[config.mk]
export PLATFORM = sky130hd
export DESIGN_NAME = fri_flash_if
export DESIGN_NICKNAME = d
export VERILOG_FILES = /design/src/shared/fri_pkg.sv /design/src/hdl/fri_read_engine.sv /design/src/hdl/fri_flash_if.sv
export SDC_FILE = /design/constraint.sdc
export NUM_CORES = 1
export LEC_CHECK = 0
export ABC_AREA = 1
export BUFFER_PORTS_ARGS = -buffer_cell sky130_fd_sc_hd__buf_2
export CAP_MARGIN = 0
export CORE_ASPECT_RATIO = 0.7
export CORE_MARGIN = 2
export CORE_UTILIZATION = 26
export CTS_CLUSTER_SIZE = 14
export DETAILED_ROUTE_END_ITERATION = 12
export GPL_TIMING_DRIVEN = 0
export SETUP_SLACK_MARGIN = 0.2
export SYNTH_ARGS = -nofsm -noshare
export SYNTH_HDL_FRONTEND = slang
export SYNTH_SLANG_ARGS = --single-unit
[constraint.sdc]
create_clock -name clock -period 7.8 [get_ports clock]
set_input_delay 1.17 -clock clock [delete_from_list [all_inputs] [get_ports clock]]
set_output_delay 1.17 -clock clock [all_outputs]
set_load 0.05 [all_outputs]
[src/shared/fri_pkg.sv]
// Operation
// - Main array is 128 pages of 2 Kbyte in 64-bit cells.
// - Instruction prefetch buffer holds two 64-bit blocks.
// - Only instruction fetches use prefetch; data reads bypass it.
// - Data reads win arbitration over instruction and prefetch reads.
// - Prefetch reads are issued whenever one buffer block is free.
// - Prefetch enable resets on, at bit 4 of access control.
// - Read strobes held 0 to 2 wait states; field resets to zero.
// - Flash reads stall during program or erase, then complete.
// - After reset control writes are ignored except option reload trigger.
// - Two keys in order unlock control register writes.
// - A wrong key sequence locks the controller until reset.
// - A wrong first or second key raises an error.
// - Writing the lock bit relocks controller and control register.
// - Half-word write with programming enabled starts a program.
// - Non half-word array write while programming enabled gives error.
// - Non-erased target skips programming with error, except zero data.
// - Write-protected target skips program or page erase with protect error; mass erase ignores protection.
// - End-of-operation flag set on completion; software clears it.
// - Control writes are ignored while busy.
// - Page erase uses address, then page select with start in one write; busy meanwhile.
// - Mass erase uses mass select with start in one write; erases user pages.
package fri_pkg;
   // ----------------------------------------
   // Array geometry
   // ----------------------------------------
   localparam int PAGE_COUNT = 128;
   localparam int PAGE_BYTES = 2048;
   localparam int ADDR_W = 18;
   localparam int WADDR_W = 15;
   localparam int PAGE_W = 7;
   localparam int SECT_W = 5;
   localparam int PAGE_LSB = 11;
   localparam int SECT_LSB = 13;
   localparam int SECT_COUNT = 32;
   localparam int BLK_W = 64;
   localparam int PF_BLOCKS = 2;
   // ----------------------------------------
   // Access control register
   // ----------------------------------------
   localparam int ACR_W = 8;
   localparam int ACR_PFE_BIT = 4;
   localparam logic [ACR_W-1:0] ACR_RESET = 8'h10;
   localparam logic [2:0] LAT_MAX = 3'h2;
   // ----------------------------------------
   // Control register and keys
   // ----------------------------------------
   localparam int CR_W = 16;
   localparam int CR_PG_BIT = 0;
   localparam int CR_PER_BIT = 1;
   localparam int CR_MER_BIT = 2;
   localparam int CR_ERASE_START_BIT = 6;
   localparam int CR_LOCK_BIT = 7;
   localparam int CR_RELOAD_BIT = 13;
   localparam logic [CR_W-1:0] CR_KEEP = 16'h0007;
   localparam logic [CR_W-1:0] CR_RESET = 16'h0000;
   localparam logic [31:0] FIRST_UNLOCK_KEY = 32'h4567_0123;
   localparam logic [31:0] SECOND_UNLOCK_KEY = 32'hCDEF_89AB;
   localparam logic [15:0] HW_ERASED = 16'hFFFF;
   localparam logic [15:0] HW_ZERO = 16'h0000;
   localparam logic [1:0] SIZE_HALF = 2'h1;
   // ----------------------------------------
   // States
   // ----------------------------------------
   typedef enum logic [1:0] {
      FRI_KEY_FIRST = 2'b00,
      FRI_KEY_SECOND = 2'b01,
      FRI_KEY_OPEN = 2'b10,
      FRI_KEY_DEAD = 2'b11
   } fri_key_t;
   typedef enum logic [2:0] {
      FRI_PE_IDLE = 3'b000,
      FRI_PE_CHECK = 3'b001,
      FRI_PE_WAIT = 3'b010,
      FRI_PE_PROG = 3'b011,
      FRI_PE_ERASE = 3'b100
   } fri_pe_t;
   typedef enum logic [1:0] {
      FRI_SRC_PE = 2'b00,
      FRI_SRC_DATA = 2'b01,
      FRI_SRC_INSTR = 2'b10,
      FRI_SRC_PREF = 2'b11
   } fri_src_t;
endpackage : fri_pkg

[src/hdl/fri_read_engine.sv]
`timescale 1ns/1ps
module fri_read_engine
   import fri_pkg::*;
(
   input wire logic clock,
   input wire logic reset,
   input wire logic start,
   input wire logic [WADDR_W-1:0] addr,
   input wire logic [2:0] latency,
   input wire logic [BLK_W-1:0] arr_rdata,
   output logic rd_en_q,
   output logic [WADDR_W-1:0] addr_q,
   output logic done_q,
   output logic [BLK_W-1:0] data_q
);
   // ----------------------------------------
   // Wait-state counter
   // ----------------------------------------
   logic [2:0] cnt_q;
   logic [2:0] lat_eff;
   logic last;

   assign lat_eff = (latency > LAT_MAX) ? LAT_MAX : latency;
   assign last = rd_en_q && (cnt_q == 3'h0);

   always_ff @(posedge clock) begin
      if (reset) begin
         rd_en_q <= 1'b0;
         addr_q <= '0;
         done_q <= 1'b0;
         data_q <= '0;
         cnt_q <= 3'h0;
      end else begin
         done_q <= last;
         if (start && !rd_en_q) begin
            rd_en_q <= 1'b1;
            addr_q <= addr;
            cnt_q <= lat_eff;
         end else if (last) begin
            rd_en_q <= 1'b0;
            data_q <= arr_rdata;
         end else if (rd_en_q) begin
            cnt_q <= cnt_q - 3'h1;
         end
      end
   end
endmodule : fri_read_engine

[src/hdl/fri_flash_if.sv]
`timescale 1ns/1ps
module fri_flash_if
   import fri_pkg::*;
(
   input wire logic clock,
   input wire logic reset,
   input wire logic ifetch_req,
   input wire logic [ADDR_W-1:0] ifetch_addr,
   output logic ifetch_ready,
   output logic [31:0] ifetch_rdata,
   input wire logic dfetch_req,
   input wire logic dfetch_write,
   input wire logic [1:0] dfetch_size,
   input wire logic [ADDR_W-1:0] dfetch_addr,
   input wire logic [31:0] dfetch_wdata,
   output logic dfetch_ready,
   output logic dfetch_error,
   output logic [31:0] dfetch_rdata,
   input wire logic acr_wr,
   input wire logic [ACR_W-1:0] acr_wdata,
   output logic [ACR_W-1:0] acr_value,
   input wire logic key_wr,
   input wire logic [31:0] key_wdata,
   output logic key_error,
   input wire logic ctrl_wr,
   input wire logic [CR_W-1:0] ctrl_wdata,
   output logic [CR_W-1:0] ctrl_value,
   output logic locked,
   output logic option_reload_trigger,
   input wire logic ear_wr,
   input wire logic [ADDR_W-1:0] ear_wdata,
   input wire logic clr_eop,
   input wire logic clr_programming_error_flag,
   input wire logic clr_wrperr,
   output logic busy_flag,
   output logic end_of_operation_flag,
   output logic programming_error_flag,
   output logic write_protect_error_flag,
   input wire logic [SECT_COUNT-1:0] wrp_sector,
   output logic arr_rd_en,
   output logic [WADDR_W-1:0] arr_addr,
   input wire logic [BLK_W-1:0] arr_rdata,
   output logic arr_prog,
   output logic [ADDR_W-2:0] arr_prog_addr,
   output logic [15:0] arr_prog_data,
   output logic arr_page_erase,
   output logic arr_mass_erase,
   output logic [PAGE_W-1:0] arr_erase_page,
   input wire logic arr_done
);
   // ----------------------------------------
   // Declarations
   // ----------------------------------------
   fri_key_t key_q;
   fri_key_t key_d;
   fri_pe_t pe_q;
   fri_pe_t pe_d;
   fri_src_t src_q;
   fri_src_t src_d;
   logic [ACR_W-1:0] acr_q;
   logic [CR_W-1:0] ctrl_q;
   logic [ADDR_W-1:0] ear_q;
   logic [ADDR_W-1:0] padr_q;
   logic [15:0] pdat_q;
   logic busy_q, eop_q, programming_error_flag_q, wrperr_q, keyerr_q, reload_q, locked_q;
   logic prog_q, perase_q, merase_q;
   logic iready_q, dready_q, derr_q, dpend_q, ipend_q;
   logic [31:0] irdata_q, drdata_q;
   logic [WADDR_W-1:0] next_q;
   logic fill_q;
   logic [PF_BLOCKS-1:0] valid_q;
   logic [WADDR_W-1:0] tag_q [PF_BLOCKS];
   logic [BLK_W-1:0] blk_q [PF_BLOCKS];
   logic eng_act, eng_done, eng_start, eng_start_q;
   logic [WADDR_W-1:0] eng_addr, eng_raddr;
   logic [BLK_W-1:0] eng_data;

   // ----------------------------------------
   // Register and key decode
   // ----------------------------------------
   logic is_open, cw_ok, kw_ok, key_match, key_bad, relock, reload_go;
   logic erase_start_go, erase_go, erase_prot;
   logic [CR_W-1:0] ctrl_d;

   assign is_open = (key_q == FRI_KEY_OPEN);
   assign cw_ok = ctrl_wr && !busy_q;
   assign kw_ok = key_wr && !busy_q;
   assign key_match = (key_q == FRI_KEY_FIRST) ? (key_wdata == FIRST_UNLOCK_KEY)
                                               : (key_wdata == SECOND_UNLOCK_KEY);
   assign key_bad = kw_ok && !(key_match && (key_q != FRI_KEY_OPEN) && (key_q != FRI_KEY_DEAD));
   assign relock = cw_ok && is_open && ctrl_wdata[CR_LOCK_BIT];
   assign reload_go = cw_ok && ctrl_wdata[CR_RELOAD_BIT];
   assign erase_start_go = cw_ok && is_open && !relock && ctrl_wdata[CR_ERASE_START_BIT];
   assign erase_go = erase_start_go && (ctrl_wdata[CR_PER_BIT] || ctrl_wdata[CR_MER_BIT]);
   assign erase_prot = ctrl_wdata[CR_PER_BIT] && wrp_sector[ear_q[ADDR_W-1:SECT_LSB]];
   assign ctrl_d = relock ? CR_RESET : (ctrl_wdata & CR_KEEP);

   always_comb begin
      key_d = key_q;
      if (relock) begin
         key_d = FRI_KEY_FIRST;
      end else if (key_bad) begin
         key_d = FRI_KEY_DEAD;
      end else if (kw_ok) begin
         case (key_q)
            FRI_KEY_FIRST: key_d = FRI_KEY_SECOND;
            FRI_KEY_SECOND: key_d = FRI_KEY_OPEN;
            default: key_d = key_q;
         endcase
      end
   end

   // ----------------------------------------
   // Data bus decode
   // ----------------------------------------
   logic d_idle, d_rd, d_wr, pg_on, d_size_bad, prog_go;

   assign d_idle = dfetch_req && !dready_q;
   assign d_rd = d_idle && !dfetch_write && !dpend_q && !busy_q;
   assign d_wr = d_idle && dfetch_write && !busy_q;
   assign pg_on = is_open && ctrl_q[CR_PG_BIT];
   assign d_size_bad = d_wr && pg_on && (dfetch_size != SIZE_HALF);
   assign prog_go = d_wr && pg_on && (dfetch_size == SIZE_HALF);

   // ----------------------------------------
   // Prefetch buffer hit and arbitration
   // ----------------------------------------
   logic [PF_BLOCKS-1:0] hit;
   logic any_hit, hit_sel, i_ack, i_miss, pf_req, pe_req, free_slot, eng_idle;

   assign any_hit = |hit;
   assign hit_sel = hit[1];
   assign i_ack = ifetch_req && !iready_q && any_hit;
   assign i_miss = ifetch_req && !iready_q && !any_hit && !ipend_q && !busy_q;
   assign pf_req = acr_q[ACR_PFE_BIT] && !(&valid_q) && !busy_q;
   assign pe_req = (pe_q == FRI_PE_CHECK) && !wrp_sector[padr_q[ADDR_W-1:SECT_LSB]];
   assign free_slot = valid_q[0];
   assign eng_idle = !eng_act && !eng_done && !eng_start_q;

   always_comb begin
      src_d = src_q;
      eng_start = 1'b0;
      eng_addr = next_q;
      if (eng_idle) begin
         if (pe_req) begin
            src_d = FRI_SRC_PE;
            eng_start = 1'b1;
            eng_addr = padr_q[ADDR_W-1:3];
         end else if (d_rd) begin
            src_d = FRI_SRC_DATA;
            eng_start = 1'b1;
            eng_addr = dfetch_addr[ADDR_W-1:3];
         end else if (i_miss) begin
            src_d = FRI_SRC_INSTR;
            eng_start = 1'b1;
            eng_addr = ifetch_addr[ADDR_W-1:3];
         end else if (pf_req) begin
            src_d = FRI_SRC_PREF;
            eng_start = 1'b1;
            eng_addr = next_q;
         end
      end
   end

   logic fill_go, d_done;

   assign fill_go = eng_done && ((src_q == FRI_SRC_INSTR) || (src_q == FRI_SRC_PREF));
   assign d_done = eng_done && (src_q == FRI_SRC_DATA);

   // ----------------------------------------
   // Prefetch blocks
   // ----------------------------------------
   genvar e;
   generate
      for (e = 0; e < PF_BLOCKS; e++) begin : g_blk
         logic flush, take, used;
         assign hit[e] = valid_q[e] && (tag_q[e] == ifetch_addr[ADDR_W-1:3]);
         assign flush = eng_start && (src_d == FRI_SRC_INSTR);
         assign take = fill_go && (fill_q == 1'(e));
         assign used = i_ack && hit[e] && ifetch_addr[2];
         always_ff @(posedge clock) begin
            if (reset) begin
               valid_q[e] <= 1'b0;
               tag_q[e] <= '0;
               blk_q[e] <= '0;
            end else begin
               if (flush || used) begin
                  valid_q[e] <= 1'b0;
               end else if (take) begin
                  valid_q[e] <= 1'b1;
                  tag_q[e] <= eng_raddr;
                  blk_q[e] <= eng_data;
               end
            end
         end
      end
   endgenerate

   // ----------------------------------------
   // Read engine
   // ----------------------------------------
   fri_read_engine u_eng (
      .clock(clock),
      .reset(reset),
      .start(eng_start),
      .addr(eng_addr),
      .latency(acr_q[2:0]),
      .arr_rdata(arr_rdata),
      .rd_en_q(eng_act),
      .addr_q(eng_raddr),
      .done_q(eng_done),
      .data_q(eng_data)
   );

   // ----------------------------------------
   // Program and erase sequencer
   // ----------------------------------------
   logic [15:0] old_hw;
   logic prot_hit, not_erased, wrperr_set, programming_error_flag_set, eop_set;

   assign old_hw = eng_data[{padr_q[2:1], 4'h0} +: 16];
   assign prot_hit = (pe_q == FRI_PE_CHECK) && wrp_sector[padr_q[ADDR_W-1:SECT_LSB]];
   assign not_erased = (old_hw != HW_ERASED) && (pdat_q != HW_ZERO);
   assign programming_error_flag_set = (pe_q == FRI_PE_WAIT) && eng_done && (src_q == FRI_SRC_PE) && not_erased;
   assign wrperr_set = prot_hit || (erase_go && erase_prot);
   assign eop_set = ((pe_q == FRI_PE_PROG) || (pe_q == FRI_PE_ERASE)) && arr_done;

   always_comb begin
      pe_d = pe_q;
      case (pe_q)
         FRI_PE_IDLE: begin
            if (prog_go) begin
               pe_d = FRI_PE_CHECK;
            end else if (erase_go && !erase_prot) begin
               pe_d = FRI_PE_ERASE;
            end
         end
         FRI_PE_CHECK: begin
            if (prot_hit) begin
               pe_d = FRI_PE_IDLE;
            end else if (eng_start) begin
               pe_d = FRI_PE_WAIT;
            end
         end
         FRI_PE_WAIT: begin
            if (eng_done && (src_q == FRI_SRC_PE)) begin
               pe_d = not_erased ? FRI_PE_IDLE : FRI_PE_PROG;
            end
         end
         FRI_PE_PROG: pe_d = arr_done ? FRI_PE_IDLE : FRI_PE_PROG;
         FRI_PE_ERASE: pe_d = arr_done ? FRI_PE_IDLE : FRI_PE_ERASE;
         default: pe_d = FRI_PE_IDLE;
      endcase
   end

   // ----------------------------------------
   // Control and status registers
   // ----------------------------------------
   always_ff @(posedge clock) begin
      if (reset) begin
         key_q <= FRI_KEY_FIRST;
         locked_q <= 1'b1;
         acr_q <= ACR_RESET;
         ctrl_q <= CR_RESET;
         ear_q <= '0;
         keyerr_q <= 1'b0;
         reload_q <= 1'b0;
      end else begin
         key_q <= key_d;
         locked_q <= (key_d != FRI_KEY_OPEN);
         keyerr_q <= key_bad;
         reload_q <= reload_go;
         if (acr_wr) begin
            acr_q <= acr_wdata;
         end
         if (cw_ok && is_open) begin
            ctrl_q <= ctrl_d;
         end
         if (ear_wr && !busy_q) begin
            ear_q <= ear_wdata;
         end
      end
   end

   always_ff @(posedge clock) begin
      if (reset) begin
         pe_q <= FRI_PE_IDLE;
         busy_q <= 1'b0;
         padr_q <= '0;
         pdat_q <= HW_ZERO;
         eop_q <= 1'b0;
         programming_error_flag_q <= 1'b0;
         wrperr_q <= 1'b0;
      end else begin
         pe_q <= pe_d;
         busy_q <= (pe_d != FRI_PE_IDLE);
         if (prog_go) begin
            padr_q <= dfetch_addr;
            pdat_q <= dfetch_addr[1] ? dfetch_wdata[31:16] : dfetch_wdata[15:0];
         end
         eop_q <= eop_set || (eop_q && !clr_eop);
         programming_error_flag_q <= programming_error_flag_set || (programming_error_flag_q && !clr_programming_error_flag);
         wrperr_q <= wrperr_set || (wrperr_q && !clr_wrperr);
      end
   end

   always_ff @(posedge clock) begin
      if (reset) begin
         prog_q <= 1'b0;
         perase_q <= 1'b0;
         merase_q <= 1'b0;
      end else begin
         prog_q <= (pe_d == FRI_PE_PROG);
         perase_q <= (pe_d == FRI_PE_ERASE) && ((pe_q == FRI_PE_IDLE) ?
                     (ctrl_wdata[CR_PER_BIT] && !ctrl_wdata[CR_MER_BIT]) : perase_q);
         merase_q <= (pe_d == FRI_PE_ERASE) && ((pe_q == FRI_PE_IDLE) ?
                     ctrl_wdata[CR_MER_BIT] : merase_q);
      end
   end

   // ----------------------------------------
   // Read answers and prefetch pointer
   // ----------------------------------------
   always_ff @(posedge clock) begin
      if (reset) begin
         src_q <= FRI_SRC_PE;
         eng_start_q <= 1'b0;
         fill_q <= 1'b0;
         next_q <= '0;
         ipend_q <= 1'b0;
         dpend_q <= 1'b0;
         iready_q <= 1'b0;
         irdata_q <= '0;
         dready_q <= 1'b0;
         derr_q <= 1'b0;
         drdata_q <= '0;
      end else begin
         src_q <= src_d;
         eng_start_q <= eng_start;
         if (eng_start && (src_d != FRI_SRC_PE) && (src_d != FRI_SRC_DATA)) begin
            fill_q <= (src_d == FRI_SRC_INSTR) ? 1'b0 : free_slot;
            next_q <= eng_addr + 15'h0001;
         end
         ipend_q <= (ipend_q || (eng_start && (src_d == FRI_SRC_INSTR))) && !fill_go;
         dpend_q <= (dpend_q || (eng_start && (src_d == FRI_SRC_DATA))) && !d_done;
         iready_q <= i_ack;
         if (i_ack) begin
            irdata_q <= blk_q[hit_sel][{ifetch_addr[2], 5'h00} +: 32];
         end
         dready_q <= d_done || d_wr;
         derr_q <= d_size_bad;
         if (d_done) begin
            drdata_q <= eng_data[{dfetch_addr[2], 5'h00} +: 32];
         end
      end
   end

   // ----------------------------------------
   // Outputs
   // ----------------------------------------
   assign ifetch_ready = iready_q;
   assign ifetch_rdata = irdata_q;
   assign dfetch_ready = dready_q;
   assign dfetch_error = derr_q;
   assign dfetch_rdata = drdata_q;
   assign acr_value = acr_q;
   assign key_error = keyerr_q;
   assign ctrl_value = ctrl_q;
   assign locked = locked_q;
   assign option_reload_trigger = reload_q;
   assign busy_flag = busy_q;
   assign end_of_operation_flag = eop_q;
   assign programming_error_flag = programming_error_flag_q;
   assign write_protect_error_flag = wrperr_q;
   assign arr_rd_en = eng_act;
   assign arr_addr = eng_raddr;
   assign arr_prog = prog_q;
   assign arr_prog_addr = padr_q[ADDR_W-1:1];
   assign arr_prog_data = pdat_q;
   assign arr_page_erase = perase_q;
   assign arr_mass_erase = merase_q;
   assign arr_erase_page = ear_q[ADDR_W-1:PAGE_LSB];
endmodule : fri_flash_if

### Word-level counts from Yosys, hierarchy flattened

Memory sizes are Yosys's and may differ from the RTL's.
Cells that the tools add are included.

| cells by class | value |
|---|---|
| shift-type cells | 3 |
| reduce and logical (&&, ||, !) cells | 114 |
| multiplexer cells | 57 |
| eq/ne operators | 25 |
| bitwise operators | 6 |
| magnitude comparators | 3 |
| $add $sub $neg | 2 |

Operators with widths:

| cell | number |
|---|---|
| two-way mux 64 bit | 2 |
| variable part select 64 x 7 -> 32 bit | 2 |
| two-way mux 15 bit | 6 |
| logical AND 1 bit | 66 |
| variable part select 64 x 7 -> 16 bit | 1 |
| two-way mux 3 bit | 11 |
| equality test 32 x 31 -> 1 bit (second input constant) | 1 |
| equality test 32 bit (second input constant) | 1 |
| equality test 15 bit | 2 |
| two-way mux 1 bit | 23 |
| logical NOT 1 bit | 21 |
| two-way mux 2 bit | 10 |
| two-way mux 16 bit | 1 |
| inequality test 16 bit (second input constant) | 1 |
| nonzero test 16 bit | 1 |
| adder 15 x 1 -> 15 bit (second input constant) | 1 |
| case mux 3 bit (5 select lines) | 1 |
| logical OR 1 bit | 12 |
| < comparator 5 x 6 -> 1 bit (second input constant) | 2 |
| binary-select mux 1 bit (select 5 bit) | 2 |
| equality test 3 x 2 -> 1 bit (second input constant) | 3 |
| equality test 2 x 1 -> 1 bit (second input constant) | 4 |
| equality test 2 bit (second input constant) | 4 |
| inequality test 2 bit (second input constant) | 4 |
| 14 further kinds | 28 |

| word-level totals | value |
|---|---|
| bits in writable memories | 158 |
| input bits | 253 |
| output and inout bits | 157 |
| memories | 2 |
| word-level logic and storage cells | 247 |
| register bits after elaboration | 265 |

Memory list:

| memory | words | bits a word | rd ports | clocked after Yosys merged registers in | wr ports | RTL line | RTL |
|---|---|---|---|---|---|---|---|
| blk_q | 2 | 64 | 1 | 0 | 2 | fri_flash_if.sv:73 | `logic [BLK_W-1:0] blk_q [PF_BLOCKS];` |
| tag_q | 2 | 15 | 2 | 0 | 2 | fri_flash_if.sv:72 | `logic [WADDR_W-1:0] tag_q [PF_BLOCKS];` |

### Depth between registers and ports, before layout

An unclocked memory read counts as a cell.

| logic depth | value |
|---|---|
| depth in word-level cells | 19 |
| depth in mapped cells | 23 |
| gate-level depth less buffers | 21 |

### By module

From an unflattened synthesis, not the netlist that was laid out.

| unflattened totals | value |
|---|---|
| cell total of the unflattened synthesis | 2495 |
| area, all modules | 19402.4 um^2 |

Modules (own cells, without submodules):

| module | sequential area each (um^2) | area an instance (um^2) | cells each | times used |
|---|---|---|---|---|
| fri_flash_if | 7867.5 | 16293.1 | 2114 | 1 |
| fri_read_engine | 1681.6 | 3109.2 | 381 | 1 |

### Least setup slack after synthesis

Ideal clock, no wire load.

| timing path | value |
|---|---|
| kind | input -> register |
| start | input port ifetch_addr[15] |
| end | memory blk_q[0][0], enable pin |
| path buffers | 0 |
| setup time | 0.625 ns |
| required time | 7.175 ns |
| stages | 12 |
| path slack | -0.657 ns |
| arrival | 7.832 ns |
| path through | xor2_1 -> nor2_1 -> nand2_1 -> nor2_2 -> nand2_4 -> nand3_4 -> a21oi_1 -> o22ai_2 -> inv_2 -> nand2_2 -> o21ai_2 -> o21ai_0 |

RTL lines:

| what | RTL line | RTL |
|---|---|---|
| start: declaration | fri_flash_if.sv:8 | `input wire logic [ADDR_W-1:0] ifetch_addr,` |
| end: declaration | fri_flash_if.sv:73 |  |

==> results.toml <==
[run_status]
outcome = "completed"

[floorplan]
die_area_mm2 = 0.0749
core_mm2 = 0.0717
die_height_um = 230
ios = 410
start_util_pct = 26.3
die_w_um = 326
rows = 82

[placed_design]
place_ws_ns = 2.50
dp_hpwl_um = 59400
gp_congestion = 0.959
portBuffers = 369

[sta]
setup-violations-final = 0
rsz0062_at_grt = "false"
max_freq_mhz = 222
period_share_pct = 57.7
holdWs_ns = 0.468
postLayoutSetupSlackWorst_ns = 3.30
skew_ns = 0.0300
final_max_slew_viol_count = 0
hold_violations = 0
tightest_slew_ns = 1.01
finalSetupTns_ns = 0
timing.slew.headroom_pct = 32.7
fin_crit_ns = 4.50

[clock_tree]
clk_latency_ns = 0.60
cts_root_buf = "clkbuf_16"
cts_setup_buffers = 0
numCtsBuffers = 44
ctsResizeCount = 0
hold_buffers = 0
cts_sinks = 398
cts.reportedPaths.clkPinSlew_ns = 0.06
htree_levels = 2
cts_tree = "built"
cts.path.max_buffers = 3

[finish]
nNetsFinal = 3097
finish.utilization_pct = 33.0
fill_cells = 7679
final_cell_mix = "buf_2 (389), nor2_1 (356), nand2_1 (314)"
drive_gt1_share_pct = 19.1
area_growth_pct = 25.3
mostFrequentLayoutCell = "buf_2"

[drt]
drtIter0Drc = 1606
vias = 18200
drtPass1Iterations = 5
wl_um = 76400
post_drt_wl_per_cell_um = 19.9
drc = 0
vias_per_cell = 4.72
ant_nets = 0

[yosys]
synth.avg_cell_area_um2 = 7.86
yosys.area_share.simple_pct = 19.9
synth_top_family_by_area = "simple AND/OR/NAND/NOR gates"
ys_ff_latch = 398
ys_warn_count = 0
synth_fa_ha_area_share_pct = 0.464
yosysSeqAreaShare_pct = 50.6
synth_ff_type = "dfxtp_1"
muxShareOfSynthArea_pct = 0.848
netlist_area_mm2 = 0.0189
synth_edf_count = 158
yosys.area_share.xor_xnor_pct = 0.510
synth_cells = 2403
synth_compound_area_share_pct = 17.4
synth.distinct_cells = 54
synth-async-reset-ratio_pct = 0

[global_routing]
grt_pass1_vias = 17100
grt_max_degree = 28
grt-ovfl-total = 0
grtUsageTotal_pct = 19.8
grt_pass1_wl_um = 112000
antenna_found_initial = 10

[critical_path]
max_stage_delay_ns = 0.82
regToRegEndpoint = "blk_q[1][6]$_SDFFCE_PN0P_"
reg2reg_depth = 11
rrSetupSlack_ns = 4.18
required_ns = 8.13
path_max_fanout = 21
critical_path_arrival_ns = 4.83
cp-end-kind = "flip-flop"
cp_cell_sequence = "clkbuf_1, inv_1, clkbuf_1, clkbuf_1, clkbuf_1, o21ai_4, buf_16, buf_16"
worstReg2RegStart = "busy_flag$_SDFF_PP0_"
worst_path_most_repeated_cell = "clkbuf_1"
path_class = "input pin to flip-flop"
slowest_stage = "clkbuf_1"
start_kind = "input pin"

[hold_path]
hold_class = "flip-flop to flip-flop"
holdPathStages = 2
worstHoldStart = "ipend_q$_SDFF_PP0_"
whs_endpoint = "ipend_q$_SDFF_PP0_"

[pwr]
p_leak_nw = 10.3
vdd_drop_max_v = 0.000166
power.density_mw_per_mm2 = 283
finalPower_mw = 6.69

[run]
drv_cap = 0
## metrics by stage
step,instance area [um^2],cells
6_report,23700,3843
5_1_grt,23600,3839
3_5_place_dp,22200,3757
3_3_place_gp,22000,3750
4_1_cts,23600,3839
2_1_floorplan,18900,2415
## worst max-delay path: cells and delay by family
family                 cells  cell delay (ns)
AO/OA/AOI/OAI              1             0.43
buffers and inverters      7             3.17
## where the power goes
| part | leakage (nW) | switching (mW) | total, mW | internal, mW |
|---|---|---|---|---|
| logic | 6.01 | 1.42 | 1.90 | 0.483 |
| clock network | 0.722 | 0.951 | 2.17 | 1.22 |
| registers | 3.59 | 0.168 | 2.62 | 2.45 |
| total | 10.3 | 2.54 | 6.69 | 4.15 |
## worst max-delay path by stage
stage | slack, ns | startpoint | cells past startpoint | end
final | 3.30 | reset | 8 | blk_q[1][24]$_SDFFCE_PN0P_
after global routing | 3.07 | reset | 8 | blk_q[1][6]$_SDFFCE_PN0P_
after CTS | 3.10 | reset | 8 | blk_q[1][26]$_SDFFCE_PN0P_
after detailed placement | 2.50 | reset | 8 | blk_q[1][38]$_SDFFCE_PN0P_
after global placement | -1.63 | ifetch_addr[13] | 12 | blk_q[1][41]$_SDFFCE_PN0P_
after floorplan | 1.48 | ifetch_addr[15] | 12 | blk_q[0][0]$_SDFFCE_PN0P_
## synth_stat cells (8+ instances only)
master / count / area share [%]
o21ai_1: 9 / 0.24
buf_1: 9 / 0.18
nand2_2: 8 / 0.26
nor2_2: 9 / 0.30
nand3_1: 90 / 2.4
edfxtp_1: 158 / 25
inv_2: 19 / 0.38
o32ai_1: 32 / 1.5
buf_2: 20 / 0.53
inv_1: 305 / 6.1
nor2_1: 356 / 7.1
nor3_1: 13 / 0.34
nand2_1: 314 / 6.2
o21ai_0: 292 / 7.7
nand4_1: 44 / 1.5
dfxtp_1: 240 / 25
a21oi_1: 245 / 6.5
clkbuf_1: 100 / 2.0
mux2i_1: 16 / 0.85
buf_4: 17 / 0.68
nor4_1: 22 / 0.73
## state kept, by name, summed over array words and instances (netlist names), 15 cells and up
signal         count
next_q            15
arr_prog_data     16
u_eng.data_q      64
padr_q            17
u_eng.addr_q      15
ifetch_rdata      32
dfetch_rdata      32
tag_q             30
blk_q            128
## area by class of cell
cell class | instances | area (um^2) | area share, %
Antenna cell | 4 | 10.0 | 0.0423
Clock buffer | 59 | 1220 | 5.18
Inverter | 328 | 1230 | 5.21
Buffer | 153 | 716 | 3.03
Sequential cell | 398 | 9550 | 40.4
Timing Repair Buffer | 376 | 2000 | 8.46
Tap cell | 966 | 1210 | 5.11
Multi-Input combinational cell | 1536 | 7460 | 31.5
Clock inverter | 23 | 254 | 1.07
## cell families (layout without fill, tap and decap cells)
logic type      after synthesis  count (layout)
fa+ha+maj                     7               7
simple gates                876             876
mux                          16              16
compound gates              613             613
other cells                   1              17
flops                       398             398
xor+xnor                     11              11
buf+inv                     481             939
## layer usage
| metal | global-route usage, % | vias up | share of wire [%] |
|---|---|---|---|
| li1 | - | 8858 | - |
| met2 | 28.5 | 659 | 41 |
| met4 | 3.95 | 10 | 1.5 |
| met3 | 4.44 | 71 | 8.0 |
| met1 | 29.8 | 8556 | 49 |
| met5 | 0 | - | 0.11 |
(Power assumes the default switching activity.)
